--- config.mk ---
export PLATFORM = sky130hd
export DESIGN_NAME = sfs_setup_regs
export DESIGN_NICKNAME = d
export VERILOG_FILES = /design/src/hdl/sfs_pkg.sv /design/src/hdl/sfs_setup_regs.sv
export SDC_FILE = /design/constraint.sdc
export NUM_CORES = 1
export LEC_CHECK = 0
export BUFFER_PORTS_ARGS = -buffer_cell sky130_fd_sc_hd__buf_2
export CAP_MARGIN = 20
export CELL_PAD_IN_SITES_DETAIL_PLACEMENT = 1
export CELL_PAD_IN_SITES_GLOBAL_PLACEMENT = 1
export CORE_MARGIN = 3
export CORE_UTILIZATION = 33
export CTS_CLUSTER_SIZE = 28
export DETAILED_ROUTE_END_ITERATION = 16
export PLACE_DENSITY_LB_ADDON = 0.1
export SYNTH_ARGS = -nofsm -noshare
export SYNTH_HDL_FRONTEND = slang
export SYNTH_SLANG_ARGS = --single-unit
--- constraint.sdc ---
create_clock -name clock -period 3.3 [get_ports clock]
set_input_delay 0.33 -clock clock [delete_from_list [all_inputs] [get_ports clock]]
set_output_delay 0.33 -clock clock [all_outputs]
set_load 0.03 [all_outputs]
--- src/hdl/sfs_pkg.sv ---
package sfs_pkg;

	// ==========================================================
	// Register indices and reset values
	localparam logic [7:0] PIN_FLOPPY_IDX    = 8'h03;
	localparam logic [7:0] PORT_EXT_IDX      = 8'h04;
	localparam logic [7:0] PIN_FLOPPY_RESET  = 8'h70;
	localparam logic [7:0] PORT_EXT_RESET    = 8'h00;
	localparam logic [7:0] LOCKED_IDX_LAST   = 8'h2F;
	// Writable bits; reserved bits read zero
	localparam logic [7:0] PIN_FLOPPY_WMASK  = 8'hF7;
	localparam logic [7:0] PORT_EXT_WMASK    = 8'h7F;

	// ==========================================================
	// Field positions, pin and floppy setup
	localparam int PF_GAME_SEL_BIT   = 0;
	localparam int PF_ENH_FLOPPY_BIT = 1;
	localparam int PF_IRQ_SEL_BIT    = 2;
	localparam int PF_DENSITY_BIT    = 4;
	localparam int PF_MODULATION_BIT = 5;
	localparam int PF_IDENT_BIT      = 6;
	localparam int PF_PIN2_SEL_BIT   = 7;

	// Field positions, port extended setup
	localparam int PE_PAR_MODE_LSB   = 0;
	localparam int PE_PFD_LSB        = 2;
	localparam int PE_UART1_MIDI_BIT = 4;
	localparam int PE_UART2_MIDI_BIT = 5;
	localparam int PE_EPP_TYPE_BIT   = 6;

	// ==========================================================
	// Baud prescaler divisors (reference ticks per output tick)
	localparam logic [3:0] DIV_NORMAL  = 4'hD;
	localparam logic [3:0] DIV_MIDI    = 4'hC;
	localparam logic [3:0] DIV_CNT_RST = 4'h0;

	// ==========================================================
	// Modes
	typedef enum logic [1:0]
	{
		FLOPPY_IF_COMPACT   = 2'b00,
		FLOPPY_IF_ALTERNATE = 2'b01,
		FLOPPY_IF_RESERVED  = 2'b10,
		FLOPPY_IF_HOST      = 2'b11
	} sfs_floppy_if_e;

	typedef enum logic [2:0]
	{
		PAR_PRINTER  = 3'b100,
		PAR_SPP_BIDI = 3'b000,
		PAR_EPP_SPP  = 3'b001,
		PAR_ECP      = 3'b010,
		PAR_ECP_EPP  = 3'b011
	} sfs_par_mode_e;

	typedef enum logic [1:0]
	{
		PFD_NORMAL   = 2'b00,
		PFD_VARIANT1 = 2'b01,
		PFD_VARIANT2 = 2'b10,
		PFD_RESERVED = 2'b11
	} sfs_pfd_e;

	typedef enum logic [1:0]
	{
		SHARED_PIN2_IN   = 2'b00,
		SHARED_ADDR_QUAL = 2'b01,
		SHARED_IRQ_OUT   = 2'b10
	} sfs_shared_fn_e;

	// ==========================================================
	// Carriers
	typedef struct packed
	{
		logic       cfg_state;
		logic [7:0] config_index_reg;
		logic       wr;
		logic       rd;
		logic [7:0] wdata;
	} sfs_cfg_req_s;

	typedef struct packed
	{
		logic           game_port_mode;
		logic           enhanced_floppy;
		sfs_floppy_if_e floppy_if;
		sfs_shared_fn_e shared_fn;
		sfs_par_mode_e  par_mode;
		sfs_pfd_e       port_floppy;
		logic           epp_v17;
		logic           uart1_midi;
		logic           uart2_midi;
	} sfs_setup_s;

	typedef struct packed
	{
		logic [7:0] pin_floppy_setup;
		logic [7:0] port_extended_setup;
		logic [7:0] rdata;
		logic [1:0] pg_sync;
		logic [1:0] pin2_sync;
		logic [3:0] div1_cnt;
		logic [3:0] div2_cnt;
		logic       tick1;
		logic       tick2;
		logic       density;
		sfs_setup_s setup;
	} sfs_state_s;

endpackage

--- src/hdl/sfs_setup_regs.sv ---
`timescale 1ns/1ps
// What this block does
// Pin/floppy register reachable in config state, index 03H
// Pin/floppy register resets to 70H
// Port extended register reachable in config state, index 04H
// Port extended register resets to 00H
// Bit 1 selects normal or enhanced floppy mode
// Bit 4 forces second density output high
// Bits 6:5 select floppy interface mode
// Extended parallel field applies only when mode bit low
// Bits 1:0 select parallel extended modes
// Bits 3:2 select floppy-on-parallel-port option
// Bit 4 sets first UART divide 13/12
// Bit 5 sets second UART divide 13/12
// Bit 6 selects EPP version 1.9/1.7
// Mode bit high runs parallel port as printer
// Cleared lock bit blocks config registers 00-2F
// Divide-by-12 gives MIDI rate from reference
// Bit 0 selects power-good input or game select
// Bits 7,2 select drive-2, address or interrupt
// Reserved bits read zero, writes ignored
module sfs_setup_regs
(
	input  wire logic                 clock,
	input  wire logic                 sys_rst,
	input  wire sfs_pkg::sfs_cfg_req_s cfg_req,
	output logic [7:0]                cfg_rdata,
	input  wire logic                 printer_mode_bit,
	input  wire logic                 lock_enable,
	input  wire logic                 baud_ref_tick,
	input  wire logic                 programmed_density,
	output logic                      second_density_out,
	input  wire logic                 power_good_pin_in,
	input  wire logic                 game_port_select,
	output logic                      shared_pin_out,
	output logic                      shared_pin_oe_n,
	output logic                      power_good_input,
	input  wire logic                 second_drive_pin_in,
	input  wire logic                 extra_irq,
	output logic                      address_qual_pin,
	output logic                      second_drive_pin_out,
	output logic                      second_drive_pin_oe_n,
	output logic                      second_drive_present,
	output logic                      uart1_baud_tick,
	output logic                      uart2_baud_tick,
	output sfs_pkg::sfs_setup_s       setup
);

	// ==========================================================
	// State
	sfs_pkg::sfs_state_s state_q;
	sfs_pkg::sfs_state_s state_d;

	logic       access_ok;
	logic       sel_pf;
	logic       sel_pe;
	logic [7:0] pf;
	logic [7:0] pe;

	// ==========================================================
	// Access decode
	// Lock only covers the low index range; both our indices are in it
	always_comb
	begin
		access_ok = cfg_req.cfg_state
			&& !(!lock_enable && cfg_req.config_index_reg <= sfs_pkg::LOCKED_IDX_LAST);
		sel_pf = access_ok && cfg_req.config_index_reg == sfs_pkg::PIN_FLOPPY_IDX;
		sel_pe = access_ok && cfg_req.config_index_reg == sfs_pkg::PORT_EXT_IDX;
	end

	// ==========================================================
	// Next state
	always_comb
	begin
		state_d = state_q;
		pf = state_q.pin_floppy_setup;
		pe = state_q.port_extended_setup;

		// Register writes; reserved bits masked away
		if (cfg_req.wr && sel_pf)
		begin
			state_d.pin_floppy_setup = cfg_req.wdata & sfs_pkg::PIN_FLOPPY_WMASK;
		end
		if (cfg_req.wr && sel_pe)
		begin
			state_d.port_extended_setup = cfg_req.wdata & sfs_pkg::PORT_EXT_WMASK;
		end

		// Read data is held until the next read; blocked reads return zero
		if (cfg_req.rd)
		begin
			if (sel_pf)
			begin
				state_d.rdata = pf & sfs_pkg::PIN_FLOPPY_WMASK;
			end
			else if (sel_pe)
			begin
				state_d.rdata = pe & sfs_pkg::PORT_EXT_WMASK;
			end
			else
			begin
				state_d.rdata = 8'h00;
			end
		end

		// Pin synchronisers; only the second stage feeds logic
		state_d.pg_sync   = {state_q.pg_sync[0], power_good_pin_in};
		state_d.pin2_sync = {state_q.pin2_sync[0], second_drive_pin_in};

		// Decoded floppy-side setup
		state_d.setup.game_port_mode  = pf[sfs_pkg::PF_GAME_SEL_BIT];
		state_d.setup.enhanced_floppy = pf[sfs_pkg::PF_ENH_FLOPPY_BIT];
		state_d.setup.floppy_if = sfs_pkg::sfs_floppy_if_e'(
			{pf[sfs_pkg::PF_IDENT_BIT], pf[sfs_pkg::PF_MODULATION_BIT]});

		// Shared pin: bit 7 low means drive-2 input regardless of bit 2
		if (!pf[sfs_pkg::PF_PIN2_SEL_BIT])
		begin
			state_d.setup.shared_fn = sfs_pkg::SHARED_PIN2_IN;
		end
		else if (pf[sfs_pkg::PF_IRQ_SEL_BIT])
		begin
			state_d.setup.shared_fn = sfs_pkg::SHARED_IRQ_OUT;
		end
		else
		begin
			state_d.setup.shared_fn = sfs_pkg::SHARED_ADDR_QUAL;
		end

		// Forced-high density unless bit 4 is clear
		state_d.density = pf[sfs_pkg::PF_DENSITY_BIT] ? 1'b1 : programmed_density;

		// Parallel mode: extended field only counts with mode bit low
		if (printer_mode_bit)
		begin
			state_d.setup.par_mode = sfs_pkg::PAR_PRINTER;
		end
		else
		begin
			state_d.setup.par_mode = sfs_pkg::sfs_par_mode_e'(
				{1'b0, pe[sfs_pkg::PE_PAR_MODE_LSB +: 2]}); // see
		end
		state_d.setup.port_floppy = sfs_pkg::sfs_pfd_e'(pe[sfs_pkg::PE_PFD_LSB +: 2]);
		state_d.setup.epp_v17     = pe[sfs_pkg::PE_EPP_TYPE_BIT];
		state_d.setup.uart1_midi  = pe[sfs_pkg::PE_UART1_MIDI_BIT];
		state_d.setup.uart2_midi  = pe[sfs_pkg::PE_UART2_MIDI_BIT];

		// Baud prescalers on the reference tick, 13 or 12 per output
		state_d.tick1 = 1'b0;
		state_d.tick2 = 1'b0;
		if (baud_ref_tick)
		begin
			if (state_q.div1_cnt >= (pe[sfs_pkg::PE_UART1_MIDI_BIT] ?
				sfs_pkg::DIV_MIDI : sfs_pkg::DIV_NORMAL) - 4'h1) // see
			begin
				state_d.div1_cnt = sfs_pkg::DIV_CNT_RST;
				state_d.tick1 = 1'b1;
			end
			else
			begin
				state_d.div1_cnt = state_q.div1_cnt + 4'h1;
			end
			if (state_q.div2_cnt >= (pe[sfs_pkg::PE_UART2_MIDI_BIT] ?
				sfs_pkg::DIV_MIDI : sfs_pkg::DIV_NORMAL) - 4'h1) // see
			begin
				state_d.div2_cnt = sfs_pkg::DIV_CNT_RST;
				state_d.tick2 = 1'b1;
			end
			else
			begin
				state_d.div2_cnt = state_q.div2_cnt + 4'h1;
			end
		end
	end

	// ==========================================================
	// State register; reset values are the power-up defaults
	always_ff @(posedge clock or posedge sys_rst)
	begin
		if (sys_rst)
		begin
			state_q <= '0;
			state_q.pin_floppy_setup    <= sfs_pkg::PIN_FLOPPY_RESET;
			state_q.port_extended_setup <= sfs_pkg::PORT_EXT_RESET;
			state_q.density             <= 1'b1;
			state_q.setup.floppy_if     <= sfs_pkg::FLOPPY_IF_HOST;
			state_q.setup.par_mode      <= sfs_pkg::PAR_PRINTER;
		end
		else
		begin
			state_q <= state_d;
		end
	end

	// ==========================================================
	// Outputs
	// Shared pin one: game select drives, power-good is input only
	always_comb
	begin
		cfg_rdata          = state_q.rdata;
		setup              = state_q.setup;
		second_density_out = state_q.density;
		uart1_baud_tick    = state_q.tick1;
		uart2_baud_tick    = state_q.tick2;

		shared_pin_out   = game_port_select;
		shared_pin_oe_n  = !state_q.setup.game_port_mode;
		power_good_input = state_q.setup.game_port_mode ? 1'b1 : state_q.pg_sync[1];

		// Pin two: input for drive-2 or address, driven for interrupt
		second_drive_pin_out  = extra_irq;
		second_drive_pin_oe_n = state_q.setup.shared_fn != sfs_pkg::SHARED_IRQ_OUT;
		second_drive_present  = state_q.setup.shared_fn == sfs_pkg::SHARED_PIN2_IN
			&& state_q.pin2_sync[1];
		address_qual_pin      = state_q.setup.shared_fn == sfs_pkg::SHARED_ADDR_QUAL
			&& state_q.pin2_sync[1];
	end

endmodule

# After elaboration in Yosys (flattened, before gate mapping)
# Index checks and enable logic that the tools add are counted.
# W data, S select, Z words.
# totals
regBits	51
in_bits	29
output_inout_bits	32
# classes
add_sub_neg	4
order_cmp	3
n_eq_ne	4
mux	14
n_reduce_logical	12
# op_table
op	count
$add A4 B1 Y4 const B	2
$eq A8 B2 Y1 const B	1
$eq A8 B3 Y1 const B	1
$ge A4 B4 Y1	2
$le A8 B6 Y1 const B	1
$logic_and A1 B1 Y1	8
$mux W4	2
$mux W8	1
$sub A3 B2 Y4 const B	2
$mux W7	1
$mux W1	6
$mux W2	3
$logic_not A1 Y1	3
$mux W3	1
$eq A2 B1 Y1 const B	1
$logic_not A2 Y1	1
$ne A2 B2 Y1 const B	1

# Logic depth before layout (Yosys ltp)
# depth
word_depth	7
ltp_mapped	6
depth_no_buf	6

# Least setup slack after synthesis
# Ideal clock, no wire load.
# synth_path
path_type	input -> register
startpoint	input port cfg_req[17] in the netlist's numbering
endpoint	register state_q, in the netlist pf[0]
setup_time_ns	0.125
arrival_time_ns	1.513
path_slack_ns	1.661
path_stages	4
path_buffers	1
cell_sequence	or3_4 > or3_1 > buf_6 > mux2_4
# synth_between
elab_chain_cells	6
# synth_rtl
item	line_no	rtl
start, declared	sfs_setup_regs.sv:26	input wire sfs_pkg::sfs_cfg_req_s cfg_req,
$le A8 B6 Y1	sfs_setup_regs.sv:66	&& !(!lock_enable && cfg_req.config_index_reg <= sfs_pkg::LOCKED_IDX_LAST);
$logic_and A1 B1 Y1	sfs_setup_regs.sv:66	
$logic_not A1 Y1	sfs_setup_regs.sv:66	
$logic_and A1 B1 Y1	sfs_setup_regs.sv:66	
$logic_and A1 B1 Y1 (*)	sfs_setup_regs.sv:67	sel_pf = access_ok && cfg_req.config_index_reg == sfs_pkg::PIN_FLOPPY_IDX;
$logic_and A1 B1 Y1 (*)	sfs_setup_regs.sv:80	if (cfg_req.wr && sel_pf)
end signal, assigned	sfs_setup_regs.sv:191	state_q <= state_d;
end, declared	sfs_setup_regs.sv:51	sfs_pkg::sfs_state_s state_q;
# Mark *: on every way between the ends. The rest lies on a longest branch, timed or not.
# A chain may end at the register's enable or synchronous reset.

# Worst setup path in the final report
# layout_path
startpoint	input port cfg_req[11] in the netlist's numbering
endpoint	register state_q, in the netlist cfg_rdata[2]
# layout_between
elab_chain_cells	7
# layout_rtl
item	line_no	rtl
$le A8 B6 Y1	sfs_setup_regs.sv:66	
$logic_and A1 B1 Y1	sfs_setup_regs.sv:66	
$logic_not A1 Y1	sfs_setup_regs.sv:66	
$logic_and A1 B1 Y1	sfs_setup_regs.sv:66	
$logic_and A1 B1 Y1	sfs_setup_regs.sv:68	sel_pe = access_ok && cfg_req.config_index_reg == sfs_pkg::PORT_EXT_IDX;
$mux W7	sfs_setup_regs.sv:96	else if (sel_pe)
$mux W8 (*)	sfs_setup_regs.sv:92	if (sel_pf)
# Marks and branches as above.

==> metrics.txt <==
post-synthesis sequential area ratio=56.9%; P per Cell Area=556 nW/um^2; crit path kind=input pin to register; post-synthesis to final-layout area growth=14.1%; first element of the critical path=cfg_req[11]; CTS max path bufs=2; H-tree depth=2; Crit path max-delay family=simple AND/OR/NAND/NOR gates; Synth Register Bits=51; initial antenna violation count=0; Placer Congestion=0.699; Post-synth top flop=dfrtp_1; Pins Over Slew Limit=0; Max-Cap Viols=0; crit path time final=1.68 ns; Port Buffers=56; Post-Syn Area=2260 sq um; die area=7880 sq um; row count=29; drt initial violations=8; CTS tree=done; Final setup viols=0; CTS Root Cell=clkbuf_8; Data arrival, critical path=1.91 ns; Area contributors post-synth=dfrtp_1, dfstp_2, buf_4; Core Box Area=6490 sq um; setup slack, reg-to-reg=1.65 ns; Leak=1.33 nW; FF-to-FF End=state_q[20]; worst vdd ir=0.207 mV; EDFF count, synth=0; Yosys top cell area share=48.7%; hpwl dp=3280 microns; DRT Pass-1 Iters=4; CTS buffer count=5; Post-CTS Resized=0; DR DRC count=0; cell with the most instances after synthesis=dfrtp_1; fin crit share=51.0%; final hold viol count=0; Highest Clock Rate=594 MHz; worst skew pair latency=0.30 ns; worst path cell trace=buf_2 -> or3b_2 -> nor4_2 -> a22oi_1 -> o21ai_0; status=complete, no violations; syn_nets=219; Design Power=1.43 mW; share of cells above drive strength 1=42.5%; post-route ant nets=0; Post-synth top cells=dfrtp_1, buf_4, inv_1; Die Ht=88.8 microns; Worst EP required=3.52 ns; worst reg2reg path depth=5; Sink Count=51; synth unique cells=40; critical path capture point type=register; clock slew at reported path FFs=0.09 ns; Buffers & Inverters on Critical Path=1; clk_skew=0.00582 ns; Crit Reg-Reg Startpoint=pe[5]; GRT Total Usage=12.4%; pin count of the biggest net entering global routing=52; hold slack=0.0582 ns; Hold Crit Class=input pin to asynchronous set/reset pin; Synth area leader=dfrtp_1; Avg WL per Cell=15.0 microns; Post-synth ARST share=100%; worst stage delay on the critical path=0.65 ns; vias in the first global route=1577; Yosys Warn Count=0; Vias/cell=4.76; nets=257; initial core utilization=34.8%; Post-CTS Setup Bufs=0; largest fanout on the critical path=7; fin util=39.7%; GRT overflow=0; Post-Syn Instances=182; worst-margin pin slew=0.864 ns; Routed Wire Length=4460 microns; vias post-DR=1419; RSZ-0062 raised after global routing=false; I/O pin count=61; Slowest-stage cell, CP=nor4_2; first-pass GRT wire length=7420 microns; Slew headroom=41.9%; hold_buf cts=0; setup_tns=0 ns; Mapped Avg Cell Area=12.4 sq um; Die Wd=88.8 microns; CP Launch Type=input pin; Inserted Diodes=0
worst max path at each step:
stage | cells past startpoint | slack [ns] | endpoint
after floorplan | 4 | 1.66 | pf[0]
after global placement | 5 | 1.31 | cfg_rdata[5]
after detailed placement | 5 | 1.24 | cfg_rdata[2]
after CTS | 5 | 1.57 | cfg_rdata[2]
after global routing | 5 | 1.41 | cfg_rdata[0]
final | 5 | 1.62 | cfg_rdata[2]
worst register-to-register path: cells and delay by family, from the launching register on:
kind | cells | cell delay [ns]
AO/OA/AOI/OAI | 4 | 0.80
flip-flops | 1 | 0.45
adder cells (fa/ha/maj) | 1 | 0.32
routing by layer:
metal,vias up,track usage (%),share of wire [%]
met5,-,0,0
met4,0,4.95,1.5
met3,7,3.26,6.1
met2,49,20.7,49
met1,691,15.3,44
li1,672,-,-
cell type report:
class | instances | area, sq um
timing repair buffer | 57 | 300
clock buffer | 6 | 82.6
clock inverter | 2 | 35.0
inverter | 15 | 56.3
tap | 77 | 96.3
fill | 733 | 3920
sequential | 51 | 1280
multi-input combinational | 90 | 723
metrics by stage:
step	cell area [sq um]	setup WS, ns	instances
floorplan	2260	1.66	182
finish	2580	1.62	298
global route	2580	1.41	298
CTS	2560	1.57	297
detailed placement	2440	1.24	289
global placement	2440	1.31	289
cells by family (layout without fill, tap and decap cells):
group                      count (synthesis)  in the layout  share of synthesized area (%)
DFF                                       51             51                           56.9
xor gates and xnor gates                   2              2                          0.775
adders and majority gates                  8              8                           4.43
and+or+nand+nor                           40             40                           10.7
muxes                                     17             17                           9.52
AOI/OAI and AO/OA                         23             23                           6.59
buffers and inverters                     41             80                           11.1
cell usage in the layout, fill, tap and decap left out, types with 3 or more instances in the layout:
cell | Yosys | routed
nand2_1 | 7 | 7
mux2_2 | 8 | 8
nor3_1 | 3 | 3
nor2b_1 | 3 | 3
buf_2 | 0 | 56
dfstp_2 | 7 | 7
a22oi_1 | 6 | 6
nand2b_1 | 3 | 3
o21ai_0 | 8 | 8
ha_1 | 8 | 8
clkbuf_8 | 0 | 6
dfrtp_1 | 44 | 44
mux2_4 | 7 | 7
inv_1 | 15 | 14
nor2_1 | 7 | 7
registers in the layout (all words and copies together) (netlist names), 2 cells and up:
name / count
pe: 7
cfg_rdata: 8
state_d: 2
setup: 14
pf: 7
state_q: 10
report_power, final:
part | internal [mW] | switching, mW
logic | 0.108 | 0.135
registers | 0.683 | 0.0543
clock network | 0.246 | 0.208
total | 1.04 | 0.397
(Power assumes the default switching activity.)
